==> src/logic/eeprom_pkg.sv <==
package eeprom_pkg;
   // ************************************************************
   // special function register map
   // ************************************************************
   localparam int DATA_W = 8;
   localparam logic [7:0] REG_DATA = 8'h08;
   localparam logic [7:0] REG_ADDRESS = 8'h09;
   localparam logic [7:0] REG_CONTROL = 8'h88;
   localparam logic [7:0] REG_UNLOCK = 8'h89;

   // control/status bit positions
   localparam int CTRL_RD = 0;
   localparam int CTRL_WR = 1;
   localparam int CTRL_WRITE_ENABLE_BIT = 2;
   localparam int CTRL_ERR = 3;
   localparam int CTRL_DONE = 4;

   // ************************************************************
   // storage and unlock constants
   // ************************************************************
   localparam int MEM_DEPTH = 64;
   localparam int MEM_AW = 6;
   localparam logic [DATA_W-1:0] ERASED_BYTE = 8'hFF;
   localparam logic [DATA_W-1:0] ZERO_BYTE = 8'h00;
   localparam logic [DATA_W-1:0] UNLOCK_KEY1 = 8'h55;
   localparam logic [DATA_W-1:0] UNLOCK_KEY2 = 8'hAA;
   localparam logic [1:0] UPPER_ADDR_OK = 2'h0;

   // ************************************************************
   // write timing
   // ************************************************************
   localparam int CLK_PERIOD_NS = 20;
   localparam int WRITE_TIME_US = 10;
   localparam int WRITE_CYCLES_DEFAULT =
      (WRITE_TIME_US * 1000) / CLK_PERIOD_NS;
   localparam int TIMER_W = 20;
   localparam logic [TIMER_W-1:0] TIMER_ONE = 20'h0_0001;
   localparam logic [TIMER_W-1:0] TIMER_ZERO = 20'h0_0000;

   // ************************************************************
   // state encodings
   // ************************************************************
   typedef enum logic [2:0]
   {
      WS_IDLE = 3'h1,
      WS_ERASE = 3'h2,
      WS_PROGRAM = 3'h4
   } write_state_t;

   typedef enum logic [2:0]
   {
      UNL_IDLE = 3'h1,
      UNL_KEY1 = 3'h2,
      UNL_ARMED = 3'h4
   } unlock_state_t;
endpackage : eeprom_pkg

==> src/logic/eeprom_array_if.sv <==
// ************************************************************
// access lines between the controller and the storage cells
// ************************************************************
interface eeprom_array_if;
   import eeprom_pkg::*;
   logic [MEM_AW-1:0] addr;
   logic sel;
   logic [DATA_W-1:0] wdata;
   logic erase;
   logic write_cell;
   logic [DATA_W-1:0] rdata;

   modport ctrl
   (
      output addr,
      output sel,
      output wdata,
      output erase,
      output write_cell,
      input rdata
   );

   modport cells
   (
      input addr,
      input sel,
      input wdata,
      input erase,
      input write_cell,
      output rdata
   );
endinterface : eeprom_array_if

==> src/logic/eeprom_cells.sv <==
// ************************************************************
// 64-byte storage; read is combinational so data lands in one cycle
// ************************************************************
module eeprom_cells
(
   input wire logic core_clk,
   eeprom_array_if.cells bus
);
   import eeprom_pkg::*;

   logic [DATA_W-1:0] mem [MEM_DEPTH];

   // erase forces all ones, program then stores the byte
   always_ff @(posedge core_clk)
   begin
      if (bus.sel && bus.erase)
      begin
         mem[bus.addr] <= ERASED_BYTE;
      end
      else if (bus.sel && bus.write_cell)
      begin
         mem[bus.addr] <= bus.wdata;
      end
   end

   // unimplemented upper locations read as zero
   assign bus.rdata = bus.sel ? mem[bus.addr] : ZERO_BYTE;
endmodule : eeprom_cells

==> src/logic/write_timer.sv <==
// ************************************************************
// self timer: expired pulses exactly load + 1 cycles after start
// ************************************************************
module write_timer
(
   input wire logic core_clk,
   input wire logic sys_rst,
   input wire logic start,
   input wire logic abort,
   input wire logic [eeprom_pkg::TIMER_W-1:0] load,
   output logic expired
);
   import eeprom_pkg::*;

   logic [TIMER_W-1:0] count;
   logic [TIMER_W-1:0] next_count;
   logic next_expired;

   // abort drops the count so a stale expiry never follows a reset
   always_comb
   begin
      next_count = count;
      next_expired = 1'b0;
      if (abort)
      begin
         next_count = TIMER_ZERO;
      end
      else if (start)
      begin
         next_count = load;
      end
      else if (count != TIMER_ZERO)
      begin
         next_count = count - TIMER_ONE;
         next_expired = (count == TIMER_ONE);
      end
   end

   always_ff @(posedge core_clk)
   begin
      if (sys_rst)
      begin
         count <= TIMER_ZERO;
         expired <= 1'b0;
      end
      else
      begin
         count <= next_count;
         expired <= next_expired;
      end
   end
endmodule : write_timer

==> src/logic/data_eeprom_access_control.sv <==
module data_eeprom_access_control
#(
   parameter int unsigned WRITE_CYCLES = eeprom_pkg::WRITE_CYCLES_DEFAULT
)
(
   input wire logic core_clk,
   input wire logic sys_rst,
   input wire logic master_clear_reset,
   input wire logic watchdog_reset_source,
   input wire logic [7:0] sfr_addr,
   input wire logic sfr_wr,
   input wire logic sfr_rd,
   input wire logic [eeprom_pkg::DATA_W-1:0] sfr_wdata,
   output logic [eeprom_pkg::DATA_W-1:0] sfr_rdata,
   input wire logic code_protect,
   input wire logic prog_req,
   input wire logic prog_write,
   input wire logic [eeprom_pkg::MEM_AW-1:0] prog_addr,
   input wire logic [eeprom_pkg::DATA_W-1:0] prog_wdata,
   output logic [eeprom_pkg::DATA_W-1:0] prog_rdata,
   output logic prog_ack,
   output logic prog_denied
);
   import eeprom_pkg::*;

   localparam logic [TIMER_W-1:0] ERASE_LOAD = TIMER_W'(WRITE_CYCLES / 2);
   localparam logic [TIMER_W-1:0] PROGRAM_LOAD =
      TIMER_W'(WRITE_CYCLES - WRITE_CYCLES / 2);

   // ************************************************************
   // state
   // ************************************************************
   write_state_t state, next_state;
   unlock_state_t unlock, next_unlock;
   logic [DATA_W-1:0] eeprom_data, next_eeprom_data;
   logic [DATA_W-1:0] eeprom_address, next_eeprom_address;
   logic rd_bit, next_rd_bit;
   logic wr_bit, next_wr_bit;
   logic write_enable_bit, next_write_enable_bit;
   logic write_abort_error, next_write_abort_error;
   logic write_complete_flag, next_write_complete_flag;
   logic [DATA_W-1:0] next_sfr_rdata, next_prog_rdata;
   logic next_prog_ack, next_prog_denied;

   logic dev_reset, busy, ctrl_wr, start_write, expired;
   logic timer_start, prog_ok, finish;
   logic [TIMER_W-1:0] timer_load;
   logic [DATA_W-1:0] ctrl_view;

   eeprom_array_if arr ();

   eeprom_cells u_cells
   (
      .core_clk(core_clk),
      .bus(arr)
   );

   write_timer u_timer
   (
      .core_clk(core_clk),
      .sys_rst(sys_rst),
      .start(timer_start),
      .abort(dev_reset),
      .load(timer_load),
      .expired(expired)
   );

   // ************************************************************
   // decode and qualifiers
   // ************************************************************
   assign dev_reset = master_clear_reset | watchdog_reset_source;
   assign busy = (state != WS_IDLE);
   assign ctrl_wr = sfr_wr && (sfr_addr == REG_CONTROL);
   // enable is the stored bit, not the one written alongside
   assign start_write = ctrl_wr && sfr_wdata[CTRL_WR] && !busy &&
      (unlock == UNL_ARMED) && write_enable_bit &&
      !dev_reset;
   assign finish = (state == WS_PROGRAM) && expired && !dev_reset;
   // programmer access only when core is idle and not protected
   assign prog_ok = prog_req && !code_protect && !busy && !rd_bit;

   // ************************************************************
   // unlock sequence: any other write in between disarms it
   // ************************************************************
   always_comb
   begin
      next_unlock = unlock;
      if (dev_reset)
      begin
         next_unlock = UNL_IDLE;
      end
      else if (sfr_wr)
      begin
         next_unlock = UNL_IDLE;
         if (sfr_addr == REG_UNLOCK && sfr_wdata == UNLOCK_KEY1)
         begin
            next_unlock = UNL_KEY1;
         end
         else if (sfr_addr == REG_UNLOCK && sfr_wdata == UNLOCK_KEY2 &&
            unlock == UNL_KEY1)
         begin
            next_unlock = UNL_ARMED;
         end
      end
   end

   // ************************************************************
   // write sequencer: erase phase then program phase
   // ************************************************************
   always_comb
   begin
      next_state = state;
      timer_start = 1'b0;
      timer_load = ERASE_LOAD;
      case (state)
         WS_IDLE:
         begin
            if (start_write)
            begin
               next_state = WS_ERASE;
               timer_start = 1'b1;
            end
         end
         WS_ERASE:
         begin
            if (dev_reset)
            begin
               next_state = WS_IDLE;
            end
            else if (expired)
            begin
               next_state = WS_PROGRAM;
               timer_start = 1'b1;
               timer_load = PROGRAM_LOAD;
            end
         end
         WS_PROGRAM:
         begin
            if (dev_reset || expired)
            begin
               next_state = WS_IDLE;
            end
         end
         default:
         begin
            next_state = WS_IDLE;
         end
      endcase
   end

   // ************************************************************
   // cell access; upper address bits must be zero to hit a cell
   // ************************************************************
   always_comb
   begin
      arr.addr = eeprom_address[MEM_AW-1:0];
      arr.sel = (eeprom_address[DATA_W-1:MEM_AW] == UPPER_ADDR_OK);
      arr.wdata = eeprom_data;
      arr.erase = (state == WS_ERASE) && expired && !dev_reset;
      arr.write_cell = finish;
      if (prog_ok)
      begin
         arr.addr = prog_addr;
         arr.sel = 1'b1;
         arr.wdata = prog_wdata;
         arr.write_cell = prog_write;
      end
   end

   // ************************************************************
   // control/status, address and data registers
   // ************************************************************
   always_comb
   begin
      next_eeprom_data = eeprom_data;
      next_eeprom_address = eeprom_address;
      next_rd_bit = 1'b0;
      next_wr_bit = wr_bit;
      next_write_enable_bit = write_enable_bit;
      next_write_abort_error = write_abort_error;
      next_write_complete_flag = write_complete_flag;
      if (sfr_wr && sfr_addr == REG_DATA)
      begin
         next_eeprom_data = sfr_wdata;
      end
      if (sfr_wr && sfr_addr == REG_ADDRESS)
      begin
         next_eeprom_address = sfr_wdata;
      end
      if (rd_bit)
      begin
         next_eeprom_data = arr.rdata;
      end
      if (ctrl_wr)
      begin
         next_write_enable_bit = sfr_wdata[CTRL_WRITE_ENABLE_BIT];
         next_write_abort_error = sfr_wdata[CTRL_ERR];
         next_write_complete_flag = sfr_wdata[CTRL_DONE];
         // software may only set read start, and not mid-write
         next_rd_bit = sfr_wdata[CTRL_RD] && !busy;
      end
      if (start_write)
      begin
         next_wr_bit = 1'b1;
      end
      // completion beats a same-cycle software clear of the flag
      if (finish)
      begin
         next_wr_bit = 1'b0;
         next_write_complete_flag = 1'b1;
         next_write_abort_error = 1'b0;
      end
      // device resets clear controls; error records a cut write
      if (dev_reset)
      begin
         next_rd_bit = 1'b0;
         next_wr_bit = 1'b0;
         next_write_enable_bit = 1'b0;
         next_write_complete_flag = 1'b0;
         next_write_abort_error = busy ? 1'b1 : write_abort_error;
      end
   end

   // ************************************************************
   // read-back and programmer answers
   // ************************************************************
   always_comb
   begin
      ctrl_view = ZERO_BYTE;
      ctrl_view[CTRL_RD] = rd_bit;
      ctrl_view[CTRL_WR] = wr_bit;
      ctrl_view[CTRL_WRITE_ENABLE_BIT] = write_enable_bit;
      ctrl_view[CTRL_ERR] = write_abort_error;
      ctrl_view[CTRL_DONE] = write_complete_flag;
      next_sfr_rdata = sfr_rdata;
      if (sfr_rd)
      begin
         case (sfr_addr)
            REG_DATA: next_sfr_rdata = eeprom_data;
            REG_ADDRESS: next_sfr_rdata = eeprom_address;
            REG_CONTROL: next_sfr_rdata = ctrl_view;
            default: next_sfr_rdata = ZERO_BYTE;
         endcase
      end
      next_prog_ack = prog_ok;
      next_prog_denied = prog_req && code_protect;
      next_prog_rdata = prog_ok ? arr.rdata : prog_rdata;
   end

   always_ff @(posedge core_clk)
   begin
      if (sys_rst)
      begin
         state <= WS_IDLE;
         unlock <= UNL_IDLE;
         eeprom_data <= ZERO_BYTE;
         eeprom_address <= ZERO_BYTE;
         rd_bit <= 1'b0;
         wr_bit <= 1'b0;
         write_enable_bit <= 1'b0;
         write_abort_error <= 1'b0;
         write_complete_flag <= 1'b0;
         sfr_rdata <= ZERO_BYTE;
         prog_rdata <= ZERO_BYTE;
         prog_ack <= 1'b0;
         prog_denied <= 1'b0;
      end
      else
      begin
         state <= next_state;
         unlock <= next_unlock;
         eeprom_data <= next_eeprom_data;
         eeprom_address <= next_eeprom_address;
         rd_bit <= next_rd_bit;
         wr_bit <= next_wr_bit;
         write_enable_bit <= next_write_enable_bit;
         write_abort_error <= next_write_abort_error;
         write_complete_flag <= next_write_complete_flag;
         sfr_rdata <= next_sfr_rdata;
         prog_rdata <= next_prog_rdata;
         prog_ack <= next_prog_ack;
         prog_denied <= next_prog_denied;
      end
   end
endmodule : data_eeprom_access_control

==> config.mk <==
export PLATFORM = sky130hd
export DESIGN_NAME = data_eeprom_access_control
export DESIGN_NICKNAME = d
export VERILOG_FILES = /design/src/logic/eeprom_pkg.sv /design/src/logic/eeprom_array_if.sv /design/src/logic/eeprom_cells.sv /design/src/logic/write_timer.sv /design/src/logic/data_eeprom_access_control.sv
export SDC_FILE = /design/constraint.sdc
export NUM_CORES = 1
export LEC_CHECK = 0
export ABC_CLOCK_PERIOD_IN_PS = 8250
export CAP_MARGIN = 20
export CORE_ASPECT_RATIO = 2
export CORE_MARGIN = 3
export CORE_UTILIZATION = 40
export CTS_CLUSTER_DIAMETER = 60
export CTS_CLUSTER_SIZE = 14
export DETAILED_ROUTE_END_ITERATION = 8
export DONT_BUFFER_PORTS = 1
export PLACE_DENSITY = 0.55
export SKIP_CTS_REPAIR_TIMING = 1
export SLEW_MARGIN = 15
export SYNTH_ARGS = -nofsm -noshare
export SYNTH_HDL_FRONTEND = slang
export SYNTH_SLANG_ARGS = --single-unit
==> constraint.sdc <==
create_clock -name core_clk -period 8.25 [get_ports core_clk]
set_input_delay 1.65 -clock core_clk [delete_from_list [all_inputs] [get_ports core_clk]]
set_output_delay 1.65 -clock core_clk [all_outputs]
set_load 0.02 [all_outputs]
[Word level (Yosys, flattened, before mapping)]
Memories as Yosys holds them, arrays and structs flattened.
Cells that the tools add are included.
Word-level totals
  bits in writable memories: 512
  memories kept: 1
  output and inout port bits: 18
  flip-flop bits (word level): 66
  input port bits: 39
  word-level logic and storage cells: 112
Memories
  u_cells.mem: words 64, bits a word 8, read ports 1, clocked after Yosys merged registers in 0, wr ports 1, line eeprom_cells.sv:11  | logic [DATA_W-1:0] mem [MEM_DEPTH];
Cells by class
  bitwise logic cells: 4
  muxes and demuxes: 33
  add/subtract/negate cells: 1
  equal/unequal tests: 17
  reductions and logical operators: 40
Operators by type and width (number)
  $mux 8: 7
  $eq 8x8->1 const B: 3
  $pmux 8 s3: 1
  $logic_and 1x1->1: 22
  $eq 20x1->1 const B: 1
  $reduce_bool 20->1: 1
  $sub 20x1->20 const B: 1
  $mux 3: 6
  $eq 8x4->1 const B: 2
  $mux 1: 16
  $pmux 3 s3: 1
  $reduce_or 3->1: 3
  $eq 8x7->1 const B: 1
  $eq 3x2->1 const B: 2
  $eq 3x3->1 const B: 2
  $mux 6: 1
  $reduce_bool 2->1: 3
  $logic_not 1->1: 4
  $ne 2x1->1 const B: 2
  $reduce_or 4->1: 1
  $eq 3x1->1 const B: 1
  $ne 3x1->1 const B: 1
  $ne 3x2->1 const B: 1
  $reduce_and 3->1: 1
  9 further kinds: 11

[Depth between registers and ports, before layout]
  depth in word-level cells: 10
  mapped depth: 13
  gate-level depth less buffers: 9

[By module]
A second synthesis with hierarchy kept.
Unflattened totals
  cells, all modules: 1591
  area total of the unflattened synthesis: 23467.5 um^2
By module, submodules not included
  eeprom_cells: area an instance 20040.5 um^2, seq. area each 15374.7 um^2, cells each 1176, instances 1
  data_eeprom_access_control: area an instance 2264.7 um^2, seq. area each 900.9 um^2, cells each 281, instances 1
  write_timer: area an instance 1162.4 um^2, seq. area each 420.4 um^2, cells each 134, instances 1

[Least setup slack after synthesis]
Ideal clock, no wire load.
  path kind: input port to flip-flop
  start: input code_protect
  end: memory u_cells.mem[0][0] (data pin)
  path slack: 3.484 ns
  library setup time: 0.600 ns
  required time: 7.650 ns
  arrival: 4.166 ns
  cell stages on the path: 10
  buffers on the path: 6
  path through: or3b_1 > buf_2 > buf_6 > buf_6 > nor2_1 > buf_2 > buf_2 > a22o_1 > clkbuf_1 > nand3_1
On the way
  word-level cells in the longest chain between the ends: 10
  elaborated cells between the ends (all ways): 13
  those cells by class: mux (7); reduce/logical (6)
Ends and longest elaborated chain
  from (decl): line data_eeprom_access_control.sv:15  | input wire logic code_protect,
  $logic_not 1->1 *: line data_eeprom_access_control.sv:80  | assign prog_ok = prog_req && !code_protect && !busy && !rd_bit;
  $logic_and 1x1->1 * (3 in a row): line data_eeprom_access_control.sv:80
  $mux 1: line data_eeprom_access_control.sv:161  | if (prog_ok)
  $logic_and 1x1->1: line eeprom_cells.sv:20  | else if (bus.sel && bus.write_cell)
  $mux 1: line eeprom_cells.sv:20
  $mux 1: line eeprom_cells.sv:16  | if (bus.sel && bus.erase)
  $mux 1 (implied by the code): line eeprom_cells.sv:22  | mem[bus.addr] <= bus.wdata;
  $mux 8 (no line) *
  to (decl): line eeprom_cells.sv:11
Mark *: on every way between the ends. The rest lies on a longest branch, timed or not.

[Worst setup path after layout]
  start: input code_protect
  end: memory u_cells.mem[15][7] (enable)
On the way
  word-level cells in the longest chain between the ends: 10
  elaborated cells between the ends (all ways): 15
  those cells by class: mux (8); bitwise (1); reduce/logical (6)
Ends and longest elaborated chain (line)
  $logic_not 1->1 *: data_eeprom_access_control.sv:80
  $logic_and 1x1->1 * (3 in a row): data_eeprom_access_control.sv:80
  $mux 1: data_eeprom_access_control.sv:161
  $logic_and 1x1->1: eeprom_cells.sv:20
  $mux 1: eeprom_cells.sv:20
  $mux 1: eeprom_cells.sv:16
  $mux 1 (implied by the code): eeprom_cells.sv:22
  $or 1x1->1 (no line)
Marked as above.

==> run metrics <==
run status=completed; Layout Cells excl Fill=2539; Die H=between 300 and 400 µm; post-synthesis instance area=roughly 24000 µm²; Post-synth EDFFs=between 500 and 600; Final Cycle Share=between 60% and 70%; Final nets=1795; WL/cell=39.4 µm; Clock power frac=33.1%; I/O pin total=57; Final Hold Viols=0; Starting Density=between 40% and 50%; asr flop ratio synth=0%; Via density=~6.8; TritonCTS buffer count=47; Gate Count Post-Synth=~1800; Hold Crit Start=u_timer.count[10]; Max VDD drop=between 0.0001 and 0.00015 V; Switching Share=a little over a quarter; core area=a little under 60000 µm²; leakage=8.77 nW; total gr overflow=0; Synth Area per Inst=13.5 µm²; CP max-delay cell=nor2_1; most common cell in the netlist=edfxtp_1; Worst EP required=approximately 8.4 ns; crit end category=register; count of cell types in the netlist=84; worst setup margin=about 2.5 ns; FF-to-FF Start=rd_bit; Routability Congestion=around 1.1; synth warn=0; Worst Max-Slew Pin Slew=1.28 ns; Comb pwr share=approximately 15%; Worst path max stage delay=a little over 1 ns; DRC Markers=0; largest net degree at the start of global routing=65; die width=about 180 µm; DP Wirelength=roughly 68000 µm; Pwr Density=between 200 and 250 nW/µm²; Int Power=about 0.0047 W; setup violators final=0; die area=a little over 60000 µm²; DRT antenna net count=0; Fin Setup TNS=0 ns; ys flop type=edfxtp_1; worst hold path class=reg -> reg; r2r worst-path depth=8; Bufs and invs on worst path=1; top post-synthesis cells by area=edfxtp_1 65%, dfxtp_1 5.6%, o22ai_1 2.6%; deepest level of the CTS H-tree=2; Vias=17139; vias in the first global route=approximately 17000; DR iter-0 viols=about 2600; First-pass DRT Iterations=6; Routed WL=100000 µm; hold_ws=0.483 ns; Commonest cells post-synth=512 x edfxtp_1, 129 x nor2_1, 117 x nand2_1, 112 x a21oi_1, 99 x o22ai_1; RR Endpoint=u_cells.mem[15][7]; sequential share of power=about half; critical path type=in -> reg; unrepaired setup endpoints after global routing=no; all-layer global routing usage=31.7%; Rows=approximately 130; layout cells sized above 1=8.91%; clock sinks=between 500 and 600; post-synth top area share=about two thirds; pre-CTS setup slack=around 2.1 ns; delay-heaviest family, CP=simple AND/OR/NAND/NOR gates; fillers=approximately 5200; Hold Path Stages=2; Reg2Reg Setup Slack=3.03 ns; PortBufs=0; Area Overhead vs Synth=9.73%; Achievable Freq=about 180 MHz; Worst Skew=0.0231 ns; min Tclk post-route=between 5 and 6 ns; CTS tree=done; sw power=0.00166 W; worst skew pair latency=about 0.6 ns; Max-slew headroom=a little over an eighth; Max Slew Vio Count=0; initial antenna violation count=5; Max clock buf depth=3; sequential fraction of the synthesis area=70.5%; Worst-path clk slew=0.07 ns; critical path arrival=a little under 6 ns; Synth Net Count=about 1800; Hold EP=u_timer.count[10]; CP dominant cell by count=nor2_1; global-route wire length before repair=about 130000 µm; FF+latch count, synth=578; Synth area leader=edfxtp_1; placed cells=~2500; CP max FO=30; max_cap viols=0; CTS root buf=clkbuf_16; CP cell instances=or3b_1 -> nor2_2 -> buf_4 -> nor2_1 -> o21bai_1 -> nand2_1 -> nor2_1; startpoint types=input pin
state kept, by name, indices dropped and copies added, names as in the netlist:
signal / cells
unlock: 3
u_cells.mem: 512
u_timer.expired: 1
prog_rdata: 8
prog_denied: 1
state: 3
write_abort_error: 1
prog_ack: 1
eeprom_address: 8
sfr_rdata: 8
rd_bit: 1
wr_bit: 1
eeprom_data: 8
u_timer.count: 20
write_complete_flag: 1
write_enable_bit: 1
power by group through the flow:
stage	clock network [W]	registers, W	logic [W]
finish	0.00209	0.00326	0.000968
global route	0.00221	0.00326	0.00105
CTS	0.00211	0.00326	0.000954
detailed placement	0	0.00332	0.000948
global placement	0	0.00332	0.000921
floorplan	0	0.00331	0.000719
worst max-delay path by stage:
stage | from | to | slack [ns] | cells after the start
6_report | code_protect | u_cells.mem[15][7] | 2.54 | 7
2_1_floorplan | code_protect | u_cells.mem[0][0] | 3.48 | 10
4_1_cts | code_protect | u_cells.mem[15][7] | 2.72 | 7
3_5_place_dp | code_protect | u_cells.mem[5][6] | 2.12 | 7
3_3_place_gp | code_protect | u_cells.mem[13][4] | 2.16 | 7
5_1_grt | code_protect | u_cells.mem[13][2] | 2.51 | 7
layout make-up:
class | count | area, µm² | area share (%)
Sequential cell | 578 | 16700 | 64.2
Multi-Input combinational cell | 1059 | 6560 | 25.3
Clock buffer | 68 | 1300 | 4.99
Tap cell | 762 | 953 | 3.67
Timing Repair Buffer | 55 | 410 | 1.58
Inverter | 13 | 48.8 | 0.188
Clock inverter | 1 | 11.3 | 0.0433
Antenna cell | 3 | 7.51 | 0.0289
routing by layer:
layer / GRT usage [%] / up-vias / part of all wire (%)
met5: 0 / - / 0.040
met2: 52.9 / 1360 / 48
li1: - / 6908 / -
met4: 29.7 / 6 / 12
met1: 31.5 / 8419 / 29
met3: 8.19 / 446 / 9.9
worst min-delay path, delay by kind of cell, from the launching register on:
family | cells | cell delay, ns
AOI/OAI and AO/OA | 2 | 0.12
DFF | 1 | 0.32
kinds of logic (layout without fill, tap and decap cells):
group,Yosys count,in the layout,synth area share [%]
AOI/OAI and AO/OA,501,501,14.3
DFF,578,578,70.5
adders and majority gates,2,2,0.106
muxes,34,34,1.50
other,0,3,0
buffers and inverters,117,137,2.24
xor gates and xnor gates,16,16,0.592
and+or+nand+nor,506,506,10.7
cells in the final DEF (no fill, tap or decap), types with 22 or more instances in the layout:
cell type and n:
nand3_1 73, nor2_1 128, and2_1 27, clkbuf_16 49
edfxtp_1 512, a21oi_1 111, dfxtp_1 66, buf_4 53
nand2_1 116, mux2i_1 22, o22ai_1 99, o21ai_0 69
through the flow:
stage | instance area, µm² | power [W] | utilization, %
floorplan | 23700 | 0.00403 | -
finish | 26000 | 0.00632 | 44.5
global placement | 24600 | 0.00424 | 42.2
CTS | 25900 | 0.00633 | 44.5
global route | 26000 | 0.00653 | 44.5
detailed placement | 24600 | 0.00427 | 42.2
No activity file was read; power rests on OpenSTA's default activity.
